`src/inc/acmp_regs.vh`:
```
// Register offsets, field positions and reset values of the comparator control block
`ifndef ACMP_REGS_VH
`define ACMP_REGS_VH

`define ACMP_ADDR_W 8
`define ACMP_DATA_W 8
`define ACMP_PIN_N 3

`define ACMP_OFF_CTRL 8'h00
`define ACMP_OFF_INT_STATUS 8'h01
`define ACMP_OFF_INT_MASK 8'h02
`define ACMP_OFF_INT_SET 8'h03
`define ACMP_OFF_PORT_DATA 8'h04
`define ACMP_OFF_PORT_CTRL 8'h05
`define ACMP_OFF_PIN_FUNC 8'h06
`define ACMP_OFF_PORT_READ 8'h07

`define ACMP_BIT_ON 6
`define ACMP_BIT_INVERT 5
`define ACMP_BIT_RESULT 4
`define ACMP_BIT_HYST 0

`define ACMP_CTRL_WR_MASK 8'h61
`define ACMP_RST_ON 1'b0
`define ACMP_RST_INVERT 1'b0
`define ACMP_RST_RESULT 1'b0
`define ACMP_RST_HYST 1'b1

`define ACMP_INT_CHANGE 0
`define ACMP_INT_WAKE 1
`define ACMP_INT_N 2
`define ACMP_RST_INT 2'h0

`define ACMP_PIN_POS 0
`define ACMP_PIN_NEG 1
`define ACMP_PIN_OUT 2
`define ACMP_RST_PINS 3'h0

`endif

```
`src/core/acmp_ctrl.v`:
```
// Control, status, interrupt and pin-sharing logic around an analog comparator
//
// How it works
// RULE1: Enable bit 6 powers comparator; when clear the output bit reads low.
// RULE2: Polarity bit 5 clear passes raw result, set inverts it.
// RULE3: Output bit 4 is read-only, high when plus input wins (polarity 0).
// RULE4: Bit 0 enables hysteresis and resets to one.
// RULE5: Bits 7 and 3 to 1 read zero and ignore writes.
// RULE6: Every output-bit change sets the flag; enabled flag raises interrupt.
// RULE7: In sleep or idle with comparator on, a change also requests wake-up.
// RULE8: Software pre-sets the flag before sleep to suppress that wake-up.
// RULE9: Low-power mode never disables comparator, output or interrupt logic.
// RULE10: Software clears the enable bit when unused, to save power.
// RULE11: Comparator pins read zero when control bit set, else port data; code does this only while bit 6 is set.
// RULE12: Output bit may drive a shared pin selected for comparator output.
// RULE13: Raw analog result passes a two-flop synchroniser before use.
//
// Decided for this implementation: the strobed register port and the register addresses.
`timescale 1ns/1ns
`default_nettype none
`include "acmp_regs.vh"

module acmp_ctrl
(
    input wire mclk,
    input wire rstn,
    input wire [`ACMP_ADDR_W-1:0] regAddr,
    input wire [`ACMP_DATA_W-1:0] regWdata,
    input wire regWr,
    input wire regRd,
    output reg [`ACMP_DATA_W-1:0] regRdata,
    input wire cmpRaw,
    output wire cmpPower,
    output wire hystEnable,
    input wire lowPower,
    output wire irq,
    output reg wakeReq,
    input wire [`ACMP_PIN_N-1:0] pinIn,
    output reg [`ACMP_PIN_N-1:0] pinOut,
    output reg [`ACMP_PIN_N-1:0] pinOe
);

////////////////////////////////////////////////////////////////////////////////
// State

reg compareOn;
reg outputInvert;
reg hysteresisOn;
reg compareResult;
reg [`ACMP_INT_N-1:0] intStatus;
reg [`ACMP_INT_N-1:0] intMask;
reg [`ACMP_PIN_N-1:0] portData;
reg [`ACMP_PIN_N-1:0] portCtrl;
reg [`ACMP_PIN_N-1:0] pinFunc;

wire rawSync;
wire wrCtrl;
wire wrStatus;
wire wrMask;
wire wrSet;
wire wrPortData;
wire wrPortCtrl;
wire wrPinFunc;
wire next_compareResult;
wire resultChange;
wire wakeEvent;
wire [`ACMP_INT_N-1:0] intHwSet;
wire [`ACMP_INT_N-1:0] intSwSet;
wire [`ACMP_INT_N-1:0] intSwClr;
wire [`ACMP_INT_N-1:0] next_intStatus;
wire [`ACMP_PIN_N-1:0] portRead;
wire [`ACMP_DATA_W-1:0] ctrlRead;

reg [`ACMP_DATA_W-1:0] next_regRdata;

////////////////////////////////////////////////////////////////////////////////
// Synchroniser

acmp_sync uSync
(
    .mclk(mclk),
    .rstn(rstn),
    .asyncIn(cmpRaw),
    .syncOut(rawSync)
); // RULE13

////////////////////////////////////////////////////////////////////////////////
// Write decode

assign wrCtrl = regWr && (regAddr == `ACMP_OFF_CTRL);
assign wrStatus = regWr && (regAddr == `ACMP_OFF_INT_STATUS);
assign wrMask = regWr && (regAddr == `ACMP_OFF_INT_MASK);
assign wrSet = regWr && (regAddr == `ACMP_OFF_INT_SET);
assign wrPortData = regWr && (regAddr == `ACMP_OFF_PORT_DATA);
assign wrPortCtrl = regWr && (regAddr == `ACMP_OFF_PORT_CTRL);
assign wrPinFunc = regWr && (regAddr == `ACMP_OFF_PIN_FUNC);

////////////////////////////////////////////////////////////////////////////////
// Control register

// Only the writable fields are stored; bit 4 reads back the output bit and the rest read back zero
always @(posedge mclk or negedge rstn)
begin
    if (!rstn)
    begin
        compareOn <= `ACMP_RST_ON;
        outputInvert <= `ACMP_RST_INVERT;
        hysteresisOn <= `ACMP_RST_HYST; // RULE4
    end
    else if (wrCtrl)
    begin
        compareOn <= regWdata[`ACMP_BIT_ON]; // RULE1
        outputInvert <= regWdata[`ACMP_BIT_INVERT]; // RULE2
        hysteresisOn <= regWdata[`ACMP_BIT_HYST]; // RULE4
    end
end

// Analog controls do not look at lowPower: sleep leaves them alone
assign cmpPower = compareOn; // RULE1 RULE9
assign hystEnable = hysteresisOn; // RULE4

////////////////////////////////////////////////////////////////////////////////
// Output bit

// Forced low while off, so a stale raw level cannot leak through
assign next_compareResult = compareOn & (rawSync ^ outputInvert); // RULE1 RULE2 RULE3

always @(posedge mclk or negedge rstn)
begin
    if (!rstn)
    begin
        compareResult <= `ACMP_RST_RESULT;
    end
    else
    begin
        compareResult <= next_compareResult; // RULE3
    end
end

// Any edge counts, including one caused by toggling polarity or enable
assign resultChange = next_compareResult ^ compareResult; // RULE6

////////////////////////////////////////////////////////////////////////////////
// Interrupt status and mask

// Wake only on a 0 to 1 flag transition, so a pre-set flag blocks it
assign wakeEvent = lowPower & compareOn & resultChange
                   & ~intStatus[`ACMP_INT_CHANGE]; // RULE7 RULE8

assign intHwSet[`ACMP_INT_CHANGE] = resultChange; // RULE6
assign intHwSet[`ACMP_INT_WAKE] = wakeEvent; // RULE7
assign intSwSet = wrSet ? regWdata[`ACMP_INT_N-1:0] : {`ACMP_INT_N{1'b0}};
assign intSwClr = wrStatus ? regWdata[`ACMP_INT_N-1:0] : {`ACMP_INT_N{1'b0}};

// Set beats a same-cycle write-one-to-clear
assign next_intStatus = (intStatus & ~intSwClr) | intHwSet | intSwSet; // RULE6

always @(posedge mclk or negedge rstn)
begin
    if (!rstn)
    begin
        intStatus <= `ACMP_RST_INT;
        intMask <= `ACMP_RST_INT;
    end
    else
    begin
        intStatus <= next_intStatus;
        if (wrMask)
        begin
            intMask <= regWdata[`ACMP_INT_N-1:0];
        end
    end
end

// Mask bit of the change flag acts as the interrupt enable
assign irq = |(intStatus & intMask); // RULE6

// Wake request is a one-cycle pulse to the power manager
always @(posedge mclk or negedge rstn)
begin
    if (!rstn)
    begin
        wakeReq <= 1'b0;
    end
    else
    begin
        wakeReq <= wakeEvent; // RULE7 RULE9
    end
end

////////////////////////////////////////////////////////////////////////////////
// Shared pins

always @(posedge mclk or negedge rstn)
begin
    if (!rstn)
    begin
        portData <= `ACMP_RST_PINS;
        portCtrl <= `ACMP_RST_PINS;
        pinFunc <= `ACMP_RST_PINS;
    end
    else
    begin
        if (wrPortData)
        begin
            portData <= regWdata[`ACMP_PIN_N-1:0];
        end
        if (wrPortCtrl)
        begin
            portCtrl <= regWdata[`ACMP_PIN_N-1:0];
        end
        if (wrPinFunc)
        begin
            pinFunc <= regWdata[`ACMP_PIN_N-1:0];
        end
    end
end

genvar gi;
generate
    for (gi = 0; gi < `ACMP_PIN_N; gi = gi + 1)
    begin : gPin
        wire cmpPin;
        assign cmpPin = pinFunc[gi] & compareOn;
        // Analog pins never see a digital level in read-back while the comparator is on
        assign portRead[gi] = cmpPin ? (portCtrl[gi] ? 1'b0 : portData[gi])
                                     : (portCtrl[gi] ? pinIn[gi] : portData[gi]); // RULE11

        always @(posedge mclk or negedge rstn)
        begin
            if (!rstn)
            begin
                pinOut[gi] <= 1'b0;
                pinOe[gi] <= 1'b0;
            end
            else if (pinFunc[gi])
            begin
                if (gi == `ACMP_PIN_OUT)
                begin
                    pinOut[gi] <= compareResult; // RULE12
                    pinOe[gi] <= 1'b1; // RULE12
                end
                else
                begin
                    // Input pins float so the analog level is undisturbed
                    pinOut[gi] <= 1'b0;
                    pinOe[gi] <= 1'b0;
                end
            end
            else
            begin
                pinOut[gi] <= portData[gi];
                pinOe[gi] <= ~portCtrl[gi];
            end
        end
    end
endgenerate

////////////////////////////////////////////////////////////////////////////////
// Read path

assign ctrlRead = {1'b0, compareOn, outputInvert, compareResult,
                   3'h0, hysteresisOn}; // RULE5

always @*
begin
    next_regRdata = 8'h00;
    case (regAddr)
        `ACMP_OFF_CTRL:
        begin
            next_regRdata = ctrlRead; // RULE3 RULE5
        end
        `ACMP_OFF_INT_STATUS:
        begin
            next_regRdata = {{(`ACMP_DATA_W-`ACMP_INT_N){1'b0}}, intStatus};
        end
        `ACMP_OFF_INT_MASK:
        begin
            next_regRdata = {{(`ACMP_DATA_W-`ACMP_INT_N){1'b0}}, intMask};
        end
        `ACMP_OFF_PORT_DATA:
        begin
            next_regRdata = {{(`ACMP_DATA_W-`ACMP_PIN_N){1'b0}}, portData};
        end
        `ACMP_OFF_PORT_CTRL:
        begin
            next_regRdata = {{(`ACMP_DATA_W-`ACMP_PIN_N){1'b0}}, portCtrl};
        end
        `ACMP_OFF_PIN_FUNC:
        begin
            next_regRdata = {{(`ACMP_DATA_W-`ACMP_PIN_N){1'b0}}, pinFunc};
        end
        `ACMP_OFF_PORT_READ:
        begin
            next_regRdata = {{(`ACMP_DATA_W-`ACMP_PIN_N){1'b0}}, portRead}; // RULE11
        end
        default:
        begin
            next_regRdata = 8'h00;
        end
    endcase
end

// Data valid only in the cycle after the read strobe
always @(posedge mclk or negedge rstn)
begin
    if (!rstn)
    begin
        regRdata <= 8'h00;
    end
    else if (regRd)
    begin
        regRdata <= next_regRdata;
    end
    else
    begin
        regRdata <= 8'h00;
    end
end

endmodule // acmp_ctrl

`default_nettype wire

```
`src/core/acmp_sync.v`:
```
// Two-stage synchroniser for the asynchronous comparator result
`timescale 1ns/1ns
`default_nettype none

module acmp_sync
(
    input wire mclk,
    input wire rstn,
    input wire asyncIn,
    output reg syncOut
);

reg stageOne;

// First stage feeds only the second one
always @(posedge mclk or negedge rstn)
begin
    if (!rstn)
    begin
        stageOne <= 1'b0;
        syncOut <= 1'b0;
    end
    else
    begin
        stageOne <= asyncIn;
        syncOut <= stageOne;
    end
end

endmodule // acmp_sync

`default_nettype wire

```
`config.mk`:
```
export PLATFORM = sky130hd
export DESIGN_NAME = acmp_ctrl
export DESIGN_NICKNAME = d
export VERILOG_FILES = /design/src/core/acmp_ctrl.v /design/src/core/acmp_sync.v
export VERILOG_INCLUDE_DIRS = /design/src /design/src/inc
export SDC_FILE = /design/constraint.sdc
export NUM_CORES = 1
export LEC_CHECK = 0
export ABC_AREA = 1
export BUFFER_PORTS_ARGS = -buffer_cell sky130_fd_sc_hd__buf_2
export CORE_MARGIN = 2
export CORE_UTILIZATION = 54
export CTS_BUF_LIST = sky130_fd_sc_hd__clkbuf_4
export CTS_CLUSTER_SIZE = 16
export DETAILED_ROUTE_END_ITERATION = 16
export GPL_ROUTABILITY_DRIVEN = 0
export PLACE_DENSITY_LB_ADDON = 0.12
export SYNTH_ARGS = -nofsm -noshare
export SYNTH_HDL_FRONTEND = slang
export SYNTH_SLANG_ARGS = --single-unit
```
`constraint.sdc`:
```
create_clock -name mclk -period 1.2 [get_ports mclk]
set_input_delay 0.12 -clock mclk [delete_from_list [all_inputs] [get_ports mclk]]
set_output_delay 0.12 -clock mclk [all_outputs]
set_load 0.005 [all_outputs]
```
==> results.txt <==
Status: completed
Die H: 58.2 um
Final WL: 3440 um
Die area: 3380 um^2
PnR worst setup slack: 60.5 ps
Flop-to-flop setup slack: 80 ps
Synth-to-Final Area Change: 24.8%
Area contributors post-synth: dfrtp_1 (49%), nand2_1 (10%), nand3_1 (6.0%)
H-tree Lvls: 2
Power density cells: 1150 nW/um^2
Cell Area, Synth: 1590 um^2
Synthesized instance count: 190
Critical Path AT: 1020 ps
Critical path depth in cells: 2
Worst reg2reg path startpoint: cmpPower
Mean Syn Cell Area: 8.34 um^2
Reg2reg path depth: 8
Core area: 2780 um^2
Total number of yosys warnings: 0
Sink Count: 32
Post-synth top area cell: dfrtp_1
Post-synth top flop: dfrtp_1
CTS Buffer Depth: 2
Worst setup path endpoint: cmpPower
Setup TNS Final: 0 ps
First-pass GRT wire length: 5860 um
Most frequent cells in the layout: nand2_1 (43), buf_2 (37), dfrtp_1 (31), inv_1 (22), nor2_1 (20)
Top-area cell type share of the netlist area: 0.489
Seq cells post-synth: 32
Register area share after synthesis: 0.506
Initial antenna violation count: 0
Share of post-route cells with drive strength above 1: 0.336
Worst Setup SP: cmpPower
Total GRT Usage: 0.235
1st-pass router iterations: 4
Endpoint class of the critical path: output pin
CTS tree: done
Site Rows: 19
CP max FO: 3
Setup Viol. Count Final: 0
Worst r2r dst: regRdata[1]
Final Hold Viols: 0
Peak supply drop: 1190 uV
Total global routing overflow: 0
Die width: 58.2 um
Top Family by Delay on Critical Path: flip-flops
Distinct cells, synth: 26
CTS clk-pin slew, worst paths: 100 ps
Largest net degree at the start of global routing: 33
Crit start category: flip-flop
Crit share post-route: 0.950
Skew final: 10.1 ps
Setup CP Type: flip-flop to output pin
Starting Density: 0.570
Setup Slack @ Placement: 4.78 ps
Vias per cell: 5.19
Max Cap Viol: 0
DRC: 0
Antenna viol nets, final: 0
Initial DRC count: 44
Hold Crit Class: input pin to flip-flop
RSZ-0062 raised after global routing: yes
Vias in the first global route: 1,339
Bufs and invs on worst path: 2
Post-synth EDFFs: 0
# IOs: 43
ANT cells: 0
Overall Power: 2.27 mW
DP HPWL: 2590 um
Period minus WS final: 1140 ps
Port Buf Inserts: 37
Fin util: 0.711
CTS Root Cell: clkbuf_4
Worst EP required: 1080 ps
Nets: 268
Leak: 1.07 nW
CP peak stage delay: 430 ps
Worst skew pair latency: 330 ps
DR vias: 1,428
Critical path, cell by cell: buf_6 -> buf_2
Critical-path top delay cell: dfrtp_1
DR WL/cell: 12.5 um
Max Clk Rate: 0.878 GHz
Cts bufs inserted: 5
Asr flop ratio synth: 1.00
Hold slack: 26.2 ps
Max-slew violation count: 0
Leading cell type in the layout, fill and taps excluded: nand2_1
[per-stage QoR]
stage          cell area (um^2)  std cells
6_report                   1980        275
5_1_grt                    1980        275
4_1_cts                    1920        270
3_5_place_dp               1820        260
3_3_place_gp               1820        260
2_1_floorplan              1590        191
[sequential cells by signal (all words and copies together) (netlist names)]
| register | count |
|---|---|
| pinFunc | 3 |
| intMask | 2 |
| intStatus | 2 |
| regRdata | 6 |
| portCtrl | 3 |
| pinOe | 3 |
| outputInvert | 1 |
| portData | 3 |
| wakeReq | 1 |
| pinOut | 3 |
| cmpPower | 1 |
| uSync.stageOne | 1 |
| uSync.syncOut | 1 |
| compareResult | 1 |
| hystEnable | 1 |
[cells in the mapped netlist (2+ instances only)]
library cell  number
nand2_1           44
dfrtp_1           31
inv_1             23
nor2_1            21
nand3_1           19
o21ai_0           14
nor2_2             5
a21oi_1            4
o21ai_1            4
inv_2              3
nand2_2            3
nor4_4             3
buf_4              2
nand2_4            2
[cells by family after synthesis]
family | after synthesis | synth area share
AO/OA/AOI/OAI | 24 | 0.0789
other | 1 | 0.00237
buffers and inverters | 30 | 0.0837
flip-flops | 32 | 0.506
AND/OR/NAND/NOR | 103 | 0.329
[tightest hold or removal path: cells and delay by family]
family | cells | cell delay [ps]
AND/OR/NAND/NOR | 1 | 50
AO/OA/AOI/OAI | 1 | 60
buffers and inverters | 1 | 100
[repair_timing]
item	CTS	global route
buffers inserted	0	5
endpoints found under the setup margin	0	6
resized for setup	0	9
hold endpoints to repair	32	0
hold buffers	2	0
[worst min path at each step]
stage | start | endpoint | slack (ps) | cells past startpoint
after floorplan | rstn | cmpPower | -180 | 0
after global placement | rstn | regRdata[5] | 150 | 2
after detailed placement | rstn | regRdata[4] | 160 | 2
after CTS | regWdata[2] | portCtrl[2] | 2 | 3
after global routing | regWdata[6] | cmpPower | 30 | 3
final | regWdata[2] | portCtrl[2] | 30 | 3
[per-layer routing]
| metal | up-vias | routed length [um] | global-route usage |
|---|---|---|---|
| met5 | - | 0 | 0 |
| met3 | 8 | 201 | 0.0714 |
| met1 | 666 | 1450 | 0.286 |
| met2 | 53 | 1730 | 0.388 |
| li1 | 701 | - | - |
| met4 | 0 | 56 | 0.0963 |
[report_power, final]
part | total (mW) | leakage (nW) | internal (mW) | switching (mW)
registers | 1.18 | 0.362 | 1.13 | 0.0415
clock network | 0.814 | 0.0412 | 0.434 | 0.380
logic | 0.277 | 0.668 | 0.113 | 0.164
total | 2.27 | 1.07 | 1.68 | 0.585
[layout make-up]
type	count	area [um^2]
multi-input cells	129	674
repair buffers	48	277
inverters	27	106
well taps	31	38.8
clock inverters	3	42.5
fillers	240	803
flip-flops and latches	32	802
clock buffers	5	37.5
No activity file was read; power rests on OpenSTA's default activity.
